<file path="src/hdl/acs_cfg.svh">
// constants of the conversion sequencer: offsets, fields, resets, timing
`ifndef ACS_CFG_SVH
`define ACS_CFG_SVH
// register byte offsets
`define ACS_OFF_CTRL 8'h00
`define ACS_OFF_CFG 8'h04
`define ACS_OFF_RES_LO 8'h08
`define ACS_OFF_RES_HI 8'h0c
`define ACS_OFF_INT 8'h10
`define ACS_OFF_PORT 8'h14
`define ACS_OFF_DIR 8'h18
// field positions
`define ACS_CTRL_ON 0
`define ACS_CTRL_GO 2
`define ACS_CTRL_CHAN 7:4
`define ACS_CFG_CLK 7:6
`define ACS_CFG_ALIGN 5
`define ACS_CFG_PCFG 3:0
`define ACS_INT_FLAG 0
`define ACS_INT_EN 1
// reset values
`define ACS_DIR_RST 16'hffff
`define ACS_PORT_RST 16'h0000
`define ACS_RES_RST 8'h00
// timing: oscillator periods per bit period and per instruction cycle
`define ACS_DIV_8 7'd8
`define ACS_DIV_32 7'd32
`define ACS_DIV_64 7'd64
`define ACS_TCY_CLKS 3'd4
`define ACS_CONV_BITS 4'd10
`define ACS_POST_WAIT 2'd2
`define ACS_SAR_FIRST 10'h200
`endif

</file>
<file path="src/hdl/acs_pkg.sv">
// types shared by the conversion sequencer files
package acs_pkg;
    typedef enum logic [1:0] {
        ACS_CLK_DIV8,
        ACS_CLK_DIV32,
        ACS_CLK_DIV64,
        ACS_CLK_RC
    } acs_clk_sel_type;

    typedef enum {
        ACS_ST_OFF,
        ACS_ST_ACQ,
        ACS_ST_START,
        ACS_ST_CONV,
        ACS_ST_LAST,
        ACS_ST_WAIT
    } acs_state_type;

    typedef struct packed {
        logic [3:0] channel_select;
        logic go_done;
        logic converter_power_on;
    } acs_ctrl_type;

    typedef struct packed {
        acs_clk_sel_type conv_clock_select;
        logic result_align_select;
        logic [3:0] port_config;
    } acs_cfg_type;

    typedef struct packed {
        logic hold_capacitor_connect;
        logic [3:0] channel_select;
        logic [9:0] trial_code;
        logic digital_source;
        logic vref_external;
    } acs_front_type;
endpackage

</file>
<file path="src/hdl/acs_tad_div.sv">
// bit period tick generator: oscillator divider or rc clock edge
`include "acs_cfg.svh"
module acs_tad_div (
    // clock and reset
    input wire logic hclk,
    input wire logic hresetn,
    // control
    input wire logic restart,
    input wire acs_pkg::acs_clk_sel_type conv_clock_select,
    input wire logic rc_edge,
    // tick out
    output logic tad_tick
);
    import acs_pkg::*;

    logic [6:0] cnt_reg;
    logic [6:0] ratio;

    always_comb begin
        case (conv_clock_select)
            ACS_CLK_DIV8: ratio = `ACS_DIV_8;
            ACS_CLK_DIV32: ratio = `ACS_DIV_32;
            default: ratio = `ACS_DIV_64;
        endcase
    end

    always_ff @(posedge hclk or negedge hresetn) begin
        if (!hresetn) begin
            cnt_reg <= 7'h00;
        end else if (restart || cnt_reg == ratio - 7'h01) begin
            cnt_reg <= 7'h00;
        end else begin
            cnt_reg <= cnt_reg + 7'h01;
        end
    end

    // on the divided clocks restart holds off the tick so the first period is a full one; the rc edge is not held off
    assign tad_tick = (conv_clock_select == ACS_CLK_RC) ? rc_edge :
                      (!restart && cnt_reg == ratio - 7'h01);
endmodule // acs_tad_div

</file>
<file path="src/hdl/acs_sequencer.sv">
// conversion sequencer with ahb-lite register slave
//
// Local design decisions: the register addresses and the AHB-Lite register port.
`include "acs_cfg.svh"
module acs_sequencer (
    // clock and reset
    input wire logic hclk,
    input wire logic hresetn,
    // ahb-lite slave
    input wire logic hsel,
    input wire logic [31:0] haddr,
    input wire logic [1:0] htrans,
    input wire logic hwrite,
    input wire logic [2:0] hsize,
    input wire logic [31:0] hwdata,
    input wire logic hready,
    output logic hreadyout,
    output logic hresp,
    output logic [31:0] hrdata,
    // device state
    input wire logic sleep_mode,
    output logic wake_req,
    output logic conv_done_int_flag,
    // analog front end
    input wire logic rc_clock_pin,
    input wire logic comparator_pin,
    output acs_pkg::acs_front_type front,
    // port pins
    input wire logic [15:0] pin_in,
    output logic [15:0] pin_out,
    output logic [15:0] pin_oe
);
    import acs_pkg::*;

    // ------------------------------------------------------------
    // declarations
    // ------------------------------------------------------------
    acs_ctrl_type ctrl_reg;
    acs_cfg_type cfg_reg;
    acs_state_type state_reg;
    logic [7:0] res_lo_reg, res_hi_reg, addr_reg;
    logic flag_reg, int_en_reg, wr_reg, rd_wait_reg, wake_reg;
    logic [15:0] port_reg, dir_reg, pin_meta_reg, pin_sync_reg;
    logic [31:0] hrdata_reg, rd_mux;
    logic [9:0] sar_reg;
    logic [3:0] bit_reg;
    logic [1:0] wait_reg;
    logic [2:0] tcy_reg;
    logic cmp_meta_reg, cmp_sync_reg, rc_meta_reg, rc_sync_reg, rc_prev_reg;
    logic accept, wr_now, wr_ctrl, powered, is_rc, tick;
    logic div_restart, busy, abort, finish;
    logic [15:0] analog_mask, result_word;
    // ------------------------------------------------------------
    // synchronisers for pins from outside the clock domain
    // ------------------------------------------------------------
    always_ff @(posedge hclk or negedge hresetn) begin
        if (!hresetn) begin
            cmp_meta_reg <= 1'b0;
            cmp_sync_reg <= 1'b0;
            rc_meta_reg <= 1'b0;
            rc_sync_reg <= 1'b0;
            rc_prev_reg <= 1'b0;
            pin_meta_reg <= 16'h0000;
            pin_sync_reg <= 16'h0000;
        end else begin
            cmp_meta_reg <= comparator_pin;
            cmp_sync_reg <= cmp_meta_reg;
            rc_meta_reg <= rc_clock_pin;
            rc_sync_reg <= rc_meta_reg;
            rc_prev_reg <= rc_sync_reg;
            pin_meta_reg <= pin_in;
            pin_sync_reg <= pin_meta_reg;
        end
    end
    // ------------------------------------------------------------
    // bus address phase and read data
    // ------------------------------------------------------------
    assign accept = hsel && htrans[1] && hready;
    assign wr_now = wr_reg && !rd_wait_reg;
    assign wr_ctrl = wr_now && addr_reg == `ACS_OFF_CTRL;

    // reads take one wait state so a write just before is seen
    always_ff @(posedge hclk or negedge hresetn) begin
        if (!hresetn) begin
            addr_reg <= 8'h00;
            wr_reg <= 1'b0;
            rd_wait_reg <= 1'b0;
        end else begin
            rd_wait_reg <= accept && !hwrite;
            wr_reg <= accept && hwrite;
            if (accept) begin
                addr_reg <= {haddr[7:2], 2'b00};
            end
        end
    end

    always_ff @(posedge hclk or negedge hresetn) begin
        if (!hresetn) begin
            hrdata_reg <= 32'h0000_0000;
        end else if (rd_wait_reg) begin
            hrdata_reg <= rd_mux;
        end
    end

    assign hreadyout = !rd_wait_reg;
    assign hresp = 1'b0;
    assign hrdata = hrdata_reg;

    // digital pins read back, analog ones read as zero
    assign analog_mask = 16'hffff >> {cfg_reg.port_config[3:1], 1'b0};

    always_comb begin
        rd_mux = 32'h0000_0000;
        case (addr_reg)
            `ACS_OFF_CTRL: rd_mux[7:0] = {ctrl_reg.channel_select, 1'b0,
                ctrl_reg.go_done, 1'b0, ctrl_reg.converter_power_on};
            `ACS_OFF_CFG: rd_mux[7:0] = {cfg_reg.conv_clock_select,
                cfg_reg.result_align_select, 1'b0, cfg_reg.port_config};
            `ACS_OFF_RES_LO: rd_mux[7:0] = res_lo_reg;
            `ACS_OFF_RES_HI: rd_mux[7:0] = res_hi_reg;
            `ACS_OFF_INT: rd_mux[1:0] = {int_en_reg, flag_reg};
            `ACS_OFF_PORT: rd_mux[15:0] = pin_sync_reg & ~analog_mask;
            `ACS_OFF_DIR: rd_mux[15:0] = dir_reg;
            default: rd_mux = 32'h0000_0000;
        endcase
    end
    // ------------------------------------------------------------
    // control registers
    // ------------------------------------------------------------
    // software owns go; hardware clears it on finish or power loss
    always_ff @(posedge hclk or negedge hresetn) begin
        if (!hresetn) begin
            ctrl_reg <= '0;
        end else if (wr_ctrl) begin
            ctrl_reg.converter_power_on <= hwdata[`ACS_CTRL_ON];
            ctrl_reg.go_done <= hwdata[`ACS_CTRL_GO];
            ctrl_reg.channel_select <= hwdata[`ACS_CTRL_CHAN];
        end else if (finish || !powered) begin
            ctrl_reg.go_done <= 1'b0;
        end
    end

    always_ff @(posedge hclk or negedge hresetn) begin
        if (!hresetn) begin
            cfg_reg <= '{ACS_CLK_DIV8, 1'b0, 4'h0};
        end else if (wr_now && addr_reg == `ACS_OFF_CFG) begin
            cfg_reg.conv_clock_select <=
                acs_clk_sel_type'(hwdata[`ACS_CFG_CLK]);
            cfg_reg.result_align_select <= hwdata[`ACS_CFG_ALIGN];
            cfg_reg.port_config <= hwdata[`ACS_CFG_PCFG];
        end
    end

    always_ff @(posedge hclk or negedge hresetn) begin
        if (!hresetn) begin
            port_reg <= `ACS_PORT_RST;
            dir_reg <= `ACS_DIR_RST;
        end else if (wr_now && addr_reg == `ACS_OFF_PORT) begin
            port_reg <= hwdata[15:0];
        end else if (wr_now && addr_reg == `ACS_OFF_DIR) begin
            dir_reg <= hwdata[15:0];
        end
    end

    // flag: set by completion wins over a software clear
    always_ff @(posedge hclk or negedge hresetn) begin
        if (!hresetn) begin
            flag_reg <= 1'b0;
            int_en_reg <= 1'b0;
        end else begin
            if (wr_now && addr_reg == `ACS_OFF_INT) begin
                int_en_reg <= hwdata[`ACS_INT_EN];
            end
            if (finish) begin
                flag_reg <= 1'b1;
            end else if (wr_now && addr_reg == `ACS_OFF_INT) begin
                flag_reg <= hwdata[`ACS_INT_FLAG];
            end
        end
    end
    // ------------------------------------------------------------
    // result pair
    // ------------------------------------------------------------
    assign result_word = cfg_reg.result_align_select ?
        {6'h00, sar_reg} : {sar_reg, 6'h00};

    // only a finished conversion or a write with the power bit clear loads, so an abort keeps the pair
    always_ff @(posedge hclk or negedge hresetn) begin
        if (!hresetn) begin
            res_lo_reg <= `ACS_RES_RST;
            res_hi_reg <= `ACS_RES_RST;
        end else if (finish) begin
            res_lo_reg <= result_word[7:0];
            res_hi_reg <= result_word[15:8];
        end else if (wr_now && !ctrl_reg.converter_power_on) begin
            if (addr_reg == `ACS_OFF_RES_LO) begin
                res_lo_reg <= hwdata[7:0];
            end
            if (addr_reg == `ACS_OFF_RES_HI) begin
                res_hi_reg <= hwdata[7:0];
            end
        end
    end
    // ------------------------------------------------------------
    // bit period ticks
    // ------------------------------------------------------------
    assign is_rc = cfg_reg.conv_clock_select == ACS_CLK_RC;
    // sleep on a divided oscillator shuts the converter, bit stays set
    assign powered = ctrl_reg.converter_power_on
                     && !(sleep_mode && !is_rc);
    assign div_restart = state_reg == ACS_ST_ACQ && ctrl_reg.go_done;
    acs_tad_div u_tad_div (
        .hclk(hclk),
        .hresetn(hresetn),
        .restart(div_restart),
        .conv_clock_select(cfg_reg.conv_clock_select),
        .rc_edge(rc_sync_reg && !rc_prev_reg),
        .tad_tick(tick)
    );
    // ------------------------------------------------------------
    // conversion sequence
    // ------------------------------------------------------------
    assign busy = state_reg inside {ACS_ST_START, ACS_ST_CONV, ACS_ST_LAST};
    assign abort = busy && !ctrl_reg.go_done;
    assign finish = powered && state_reg == ACS_ST_LAST && tick
                    && ctrl_reg.go_done;
    always_ff @(posedge hclk or negedge hresetn) begin
        if (!hresetn) begin
            state_reg <= ACS_ST_OFF;
            sar_reg <= 10'h000;
            bit_reg <= 4'h0;
            wait_reg <= 2'b00;
            tcy_reg <= 3'd0;
        end else if (!powered) begin
            state_reg <= ACS_ST_OFF;
        end else if (abort) begin
            state_reg <= ACS_ST_WAIT;
            wait_reg <= 2'b00;
        end else begin
            case (state_reg)
                ACS_ST_OFF: state_reg <= ACS_ST_ACQ;
                ACS_ST_ACQ: begin
                    if (ctrl_reg.go_done) begin
                        state_reg <= ACS_ST_START;
                        tcy_reg <= 3'd1;
                    end
                end
                ACS_ST_START: begin
                    // no tick counts before an instruction cycle has run
                    if (tcy_reg != `ACS_TCY_CLKS) begin
                        tcy_reg <= tcy_reg + 3'd1;
                    end else if (tick) begin
                        state_reg <= ACS_ST_CONV;
                        sar_reg <= `ACS_SAR_FIRST;
                        bit_reg <= `ACS_CONV_BITS - 4'd1;
                    end
                end
                ACS_ST_CONV: begin
                    if (tick) begin
                        sar_reg[bit_reg] <= cmp_sync_reg;
                        if (bit_reg == 4'd0) begin
                            state_reg <= ACS_ST_LAST;
                        end else begin
                            sar_reg[bit_reg - 4'd1] <= 1'b1;
                            bit_reg <= bit_reg - 4'd1;
                        end
                    end
                end
                ACS_ST_LAST: begin
                    if (tick) begin
                        state_reg <= ACS_ST_WAIT;
                        wait_reg <= 2'b00;
                    end
                end
                ACS_ST_WAIT: begin
                    if (tick) begin
                        if (wait_reg == `ACS_POST_WAIT - 2'd1) begin
                            state_reg <= ACS_ST_ACQ;
                        end else begin
                            wait_reg <= wait_reg + 2'd1;
                        end
                    end
                end
                default: state_reg <= ACS_ST_OFF;
            endcase
        end
    end
    // ------------------------------------------------------------
    // sleep wake-up
    // ------------------------------------------------------------
    // no enable: no wake, power bit untouched by completion
    always_ff @(posedge hclk or negedge hresetn) begin
        if (!hresetn) begin
            wake_reg <= 1'b0;
        end else begin
            wake_reg <= finish && sleep_mode && int_en_reg;
        end
    end

    assign wake_req = wake_reg;
    assign conv_done_int_flag = flag_reg;
    // ------------------------------------------------------------
    // front end and pins
    // ------------------------------------------------------------
    // the hold capacitor only connects during acquisition; it is
    // never discharged, only left floating while converting
    assign front.hold_capacitor_connect =
        state_reg == ACS_ST_ACQ;
    assign front.channel_select = ctrl_reg.channel_select;
    assign front.trial_code = sar_reg;
    // an output-driven analog pin converts its own driven level
    assign front.digital_source = !dir_reg[ctrl_reg.channel_select]
        && analog_mask[ctrl_reg.channel_select];
    assign front.vref_external = cfg_reg.port_config[0];
    assign pin_out = port_reg;
    assign pin_oe = ~dir_reg;
endmodule // acs_sequencer

</file>
<file path="config.mk">
export PLATFORM = sky130hd
export DESIGN_NAME = acs_sequencer
export DESIGN_NICKNAME = d
export VERILOG_FILES = /design/src/hdl/acs_pkg.sv /design/src/hdl/acs_tad_div.sv /design/src/hdl/acs_sequencer.sv
export VERILOG_INCLUDE_DIRS = /design/src /design/src/hdl
export SDC_FILE = /design/constraint.sdc
export NUM_CORES = 1
export LEC_CHECK = 0
export BUFFER_PORTS_ARGS = -buffer_cell sky130_fd_sc_hd__buf_2
export CORE_ASPECT_RATIO = 0.7
export CORE_MARGIN = 1.5
export CORE_UTILIZATION = 45
export DETAILED_ROUTE_END_ITERATION = 7
export GPL_TIMING_DRIVEN = 0
export PLACE_DENSITY_LB_ADDON = 0.12
export SLEW_MARGIN = 0
export SYNTH_ARGS = -nofsm -noshare
export SYNTH_HDL_FRONTEND = slang
export SYNTH_HIERARCHICAL = 1
export SYNTH_SLANG_ARGS = --single-unit
</file>
<file path="constraint.sdc">
create_clock -name hclk -period 5.66 [get_ports hclk]
set_input_delay 1.132 -clock hclk [delete_from_list [all_inputs] [get_ports hclk]]
set_output_delay 1.132 -clock hclk [all_outputs]
set_load 0.005 [all_outputs]
</file>
==> flow_summary.json, run 1 <==
{
  "start_kind": "flop",
  "ys_top_cells_by_area": "dfrtp_1, mux2_1, dfstp_2",
  "power_switching_w": 0.0008227,
  "maxSlewViolCount": 0,
  "drt_iter0_drc": 410,
  "end_kind": "primary output",
  "via_count": 5767,
  "synth_edf_count": 0,
  "first_global_vias": 5621,
  "synth_top_cell_area_share_pct": 46.32,
  "hold_path.class": "reg2reg",
  "slew-limit-headroom_pct": 33.58,
  "seq_area_um2": 3774,
  "swShare_pct": 29.24,
  "synth_warnings": 6,
  "cp.required_ns": 4.53,
  "r2r_cells": 9,
  "cts_inserted_buffers": 17,
  "yosysMostFrequentCell": "dfrtp_1",
  "clk_path_buf_depth": 2,
  "ys_seq_area_share_pct": 52.13,
  "power_frac_comb_pct": 15.0,
  "yosys-top-cells-count": "dfrtp_1, nor2_1, nand2_1",
  "die_y_um": 109.1,
  "syn-instance-count": 675,
  "synth_seq_cells": 150,
  "antenna_found_initial": 0,
  "routed_wl_mm": 19.13,
  "syn_avg_cell_area_um2": 10.73,
  "htreeDepth": 4,
  "cp.arrival_ns": 2.41,
  "min_path_cells": 0,
  "critical_path_class": "reg2out",
  "cts_tree": "done",
  "coreArea_um2": 15600,
  "dp_hpwl_mm": 14.04,
  "yosys.area.top_type": "dfrtp_1",
  "wl_per_cell_um": 18.46,
  "p_seq_share_pct": 45.1,
  "rsz0062_at_grt": "no",
  "firstDrtPassIters": 6,
  "grt_pass1_wl_mm": 30.63,
  "cts-root-buf": "clkbuf_16",
  "whs_ns": 0.3477,
  "viasPerCell": 5.567,
  "finalSetupTns_ns": 0,
  "final-hold-violation-count": 0,
  "synthDistinctLibCells": 66,
  "drive_gt1_share_pct": 26.67,
  "drc_errors": 0,
  "io_buffers": 112,
  "insertedDiodeCount": 0,
  "overflow": 0,
  "syn2layout_area_growth_pct": 20.58,
  "die_area_um2": 16870,
  "vdd_drop_max_uv": 160.1,
  "crit_fanout": 10,
  "cts_resized": 0,
  "fmaxAchievable_ghz": 0.2823,
  "p_clk_share_pct": 39.9,
  "fin_util_pct": 55.98,
  "ys.flop_type": "dfrtp_1",
  "place.gp.congestion": 0.9046,
  "fin_crit_sh_pct": 62.59,
  "max_cap_violations": 0,
  "tightest_slew_ns": 0.9872,
  "fillCellCount": 1381,
  "hold_buffers": 0,
  "power.density_nw_per_um2": 322.3,
  "netlist_area_um2": 7239,
  "finalClockSkew_ns": 0.01151,
  "p_int_w": 0.001991,
  "cts_setup_buffers": 0,
  "grt_max_degree": 89,
  "setup_viol": 0,
  "ant_nets": 0,
  "worst_slack_ns": 2.117,
  "nNetsFinal": 927,
  "p_leak_nw": 4.064,
  "status": "complete, no violations",
  "final.min_clock_period_ns": 3.543,
  "rows": 38,
  "cts.clk_slew.worst_paths_ns": 0.07,
  "clkSinkCount": 150,
  "start_util_pct": 46.42,
  "dieWidth_um": 154.6,
  "ios": 178,
  "insertion_delay_ns": 0.43,
  "async_flop_share_pct": 100.0,
  "post-place-ws_ns": 2.274,
  "grt_usage_pct": 24.00,
  "multi_input_area_um2": 3090
}
-- logic make-up after synthesis --
group           share of synthesized area (%)
simple gates                            13.17
compound gates                          14.22
flops                                   52.13
buf+inv                                 6.014
mux                                     11.79
fa+ha+maj                               1.901
xor+xnor                               0.7260
other cells                           0.05180
-- per-stage QoR --
stage	total power [W]	area (um^2)	cells
2_1_floorplan	0.001531	7300	691
6_report	0.002814	8730	1036
5_1_grt	0.002951	8730	1036
3_3_place_gp	0.001688	8110	1003
4_1_cts	0.002834	8730	1036
3_5_place_dp	0.001707	8144	1004
-- cell type report --
cell class / count / share of cell area (%)
Clock buffer: 17 / 4.873
Clock inverter: 15 / 1.835
Sequential cell: 150 / 43.23
Timing Repair Buffer: 113 / 6.808
Tap cell: 200 / 2.867
Multi-Input combinational cell: 451 / 35.40
Buffer: 59 / 3.655
Inverter: 31 / 1.333
-- path summary, 6_finish.rpt --
| check | start | slack, ns | to |
|---|---|---|---|
| max | front[12] | 2.12 | front[1] |
| min | rc_meta_reg | 0.35 | rc_sync_reg |
| max reg2reg | cfg_reg[6] | 2.22 | sar_reg[6] |
| min reg2reg | rc_meta_reg | 0.35 | rc_sync_reg |
| max in group asynchronous | hresetn | 4.15 | dir_reg[12] |
| min in group asynchronous | hresetn | 0.67 | bit_reg[0] |
-- power groups by stage --
stage	Clock, W	Combinational, W	Sequential (W)
final	0.00112	0.000423	0.00127
after global routing	0.00119	0.000474	0.00128
after global placement	0	0.000407	0.00128
after CTS	0.00114	0.000424	0.00127
after detailed placement	0	0.000423	0.00128
after floorplan	0	0.000270	0.00126
-- cells in the final DEF (no fill, tap or decap), types with 13 or more instances in the layout --
| cell | netlist | layout |
|---|---|---|
| nand3_1 | 16 | 16 |
| mux2_2 | 17 | 17 |
| clkbuf_1 | 28 | 28 |
| mux2i_1 | 20 | 20 |
| conb_1 | 1 | 17 |
| a22oi_1 | 15 | 15 |
| a31oi_1 | 13 | 13 |
| a221oi_1 | 14 | 14 |
| a21oi_1 | 40 | 40 |
| dfrtp_1 | 134 | 134 |
| nand2_1 | 50 | 50 |
| mux2_1 | 39 | 39 |
| buf_2 | 5 | 116 |
| nor2b_1 | 13 | 13 |
| clkbuf_16 | 0 | 17 |
| buf_4 | 22 | 22 |
| dfstp_2 | 16 | 16 |
| inv_1 | 31 | 31 |
| o21ai_0 | 19 | 19 |
| nor2_1 | 55 | 55 |
-- layer usage --
| layer | GRT usage (%) | vias up | routed length [um] |
|---|---|---|---|
| li1 | - | 2685 | - |
| met1 | 37.99 | 2846 | 9758 |
| met2 | 32.63 | 219 | 7863 |
| met3 | 5.127 | 17 | 1304 |
| met4 | 6.387 | 0 | 199 |
| met5 | 0 | - | 0 |
-- critical path: stages, from the launching register on --
cell,delay (ns)
dfrtp_1,0.42
clkbuf_1,0.54
mux2i_1,0.37
o2111ai_1,0.13
a31oi_1,0.20
nor3_1,0.07
o22ai_1,0.10
buf_2,0.14
Note: power is estimated with default switching activity, not from simulation.
==> inputs of run 2 (changes only) <==
==> constraint.sdc (replaced) <==
create_clock -name hclk -period 3.28 [get_ports hclk]
set_input_delay 0.656 -clock hclk [delete_from_list [all_inputs] [get_ports hclk]]
set_output_delay 0.656 -clock hclk [all_outputs]
set_load 0.005 [all_outputs]
==> flow_summary.json, run 2 (same netlist as run 1, synthesis figures left out) <==
{
  "status": "complete, no violations",
  "stdcell_count": 1040,
  "fin_util_pct": 56.30,
  "io_buffers": 112,
  "clk_path_buf_depth": 2,
  "insertedDiodeCount": 0,
  "syn2layout_area_growth_pct": 21.28,
  "rows": 38,
  "first_global_vias": 5635,
  "layout_common_cells": "dfrtp_1, buf_2, nor2_1",
  "die_y_um": 109.1,
  "ios": 178,
  "critical_path_class": "reg2reg",
  "slew-limit-headroom_pct": 56.34,
  "nNetsFinal": 931,
  "slowest_stage": "dfrtp_1",
  "insertion_delay_ns": 0.43,
  "wl_per_cell_um": 18.50,
  "finalSetupTns_ns": 0,
  "fin_crit_sh_pct": 96.24,
  "crit_fanout": 10,
  "finalClockSkew_ns": 0.009550,
  "drt_iter0_drc": 492,
  "worst_slack_ns": 0.1232,
  "placed_cells": 1004,
  "maxSlewViolCount": 0,
  "routed_wl_mm": 19.24,
  "layout_commonest_cell": "dfrtp_1",
  "p_leak_nw": 4.100,
  "cts-root-buf": "clkbuf_16",
  "grt_max_degree": 89,
  "vdd_drop_max_uv": 274.9,
  "whs_ns": 0.1956,
  "final-hold-violation-count": 0,
  "dp_hpwl_mm": 14.04,
  "cp_slowest_stage_delay_ns": 0.48,
  "power.density_nw_per_um2": 558.1,
  "antenna_found_initial": 0,
  "overflow": 0,
  "start_kind": "flop",
  "htreeDepth": 4,
  "place.gp.congestion": 0.9046,
  "cts.clk_slew.worst_paths_ns": 0.07,
  "tightest_slew_ns": 0.6549,
  "viasPerCell": 5.526,
  "final.min_clock_period_ns": 3.157,
  "grt_usage_pct": 24.08,
  "cts_tree": "done",
  "coreArea_um2": 15600,
  "start_util_pct": 46.42,
  "drc_errors": 0,
  "setup_viol": 0,
  "cp.required_ns": 3.58,
  "ant_nets": 0,
  "cts_inserted_buffers": 17,
  "r2r_slack_ns": 0.12,
  "via_count": 5747,
  "drive_gt1_share_pct": 27.98,
  "die_area_um2": 16870,
  "end_kind": "flop",
  "clkSinkCount": 150,
  "max_cap_violations": 0,
  "path_cells": "or2_2 > ha_1 > xnor2_1 > a211oi_4 > a31o_2 > nand2b_1 > or3_1 > clkbuf_2 > o31ai_1 > o21ai_1",
  "dieWidth_um": 154.6,
  "firstDrtPassIters": 5,
  "cp.arrival_ns": 3.46,
  "hold_buffers": 0,
  "post-place-ws_ns": -0.1058,
  "fmaxAchievable_ghz": 0.3168,
  "grt_pass1_wl_mm": 30.73,
  "hold_path.class": "in2async"
}
==> run 2: repair_timing <==
item,in CTS,in global routing
resized for setup,4,7
setup endpoints to repair,16,24
pin swaps,0,2
buffers inserted,0,4
==> run 2: metrics by stage <==
step                instance area (um^2)  total power [W]
CTS                                 8745         0.004898
global route                        8780         0.005138
finish                              8780         0.004900
floorplan                           7300         0.002642
detailed placement                  8144         0.002945
global placement                    8110         0.002912
==> run 2: per-layer routing <==
| layer | vias to the layer above | share of wire, % | GRT usage (%) |
|---|---|---|---|
| li1 | 2693 | - | - |
| met1 | 2809 | 51 | 38.11 |
| met2 | 227 | 41 | 32.88 |
| met3 | 18 | 7.0 | 5.008 |
| met4 | 0 | 1.1 | 6.319 |
| met5 | - | 0 | 0 |
==> run 2: worst max-delay path, delay by kind of cell, from the launching register on <==
family	cells	cell delay, ns
fa+ha+maj	1	0.31
simple gates	3	0.87
compound gates	4	0.97
xor+xnor	1	0.16
flops	1	0.48
buf+inv	1	0.24
==> run 2: layout make-up <==
class / instances / area (um^2)
fillers: 1379 / 6815
flip-flops and latches: 150 / 3775
multi-input cells: 451 / 3104
repair buffers: 117 / 624.3
clock buffers: 17 / 425.4
plain buffers: 59 / 324.1
well taps: 200 / 250.2
clock inverters: 15 / 160.2
inverters: 31 / 116.4
==> run 2: worst paths after layout <==
check,cells past startpoint,to,startpoint
worst max-delay path,10,bit_reg[3],cfg_reg[5]
worst min-delay path,1,bit_reg[0],hresetn
worst max register to register,10,bit_reg[3],cfg_reg[5]
worst min register to register,0,rc_sync_reg,rc_meta_reg
max in group asynchronous,2,dir_reg[12],hresetn
min in group hclk,1,pin_meta_reg[4],pin_in[4]
==> run 2: where the power goes <==
group	internal, W	switching (W)	leakage, nW
combinational	0.000357	0.000419	2.01
clock	0.00108	0.000853	0.288
sequential	0.00203	0.000160	1.80
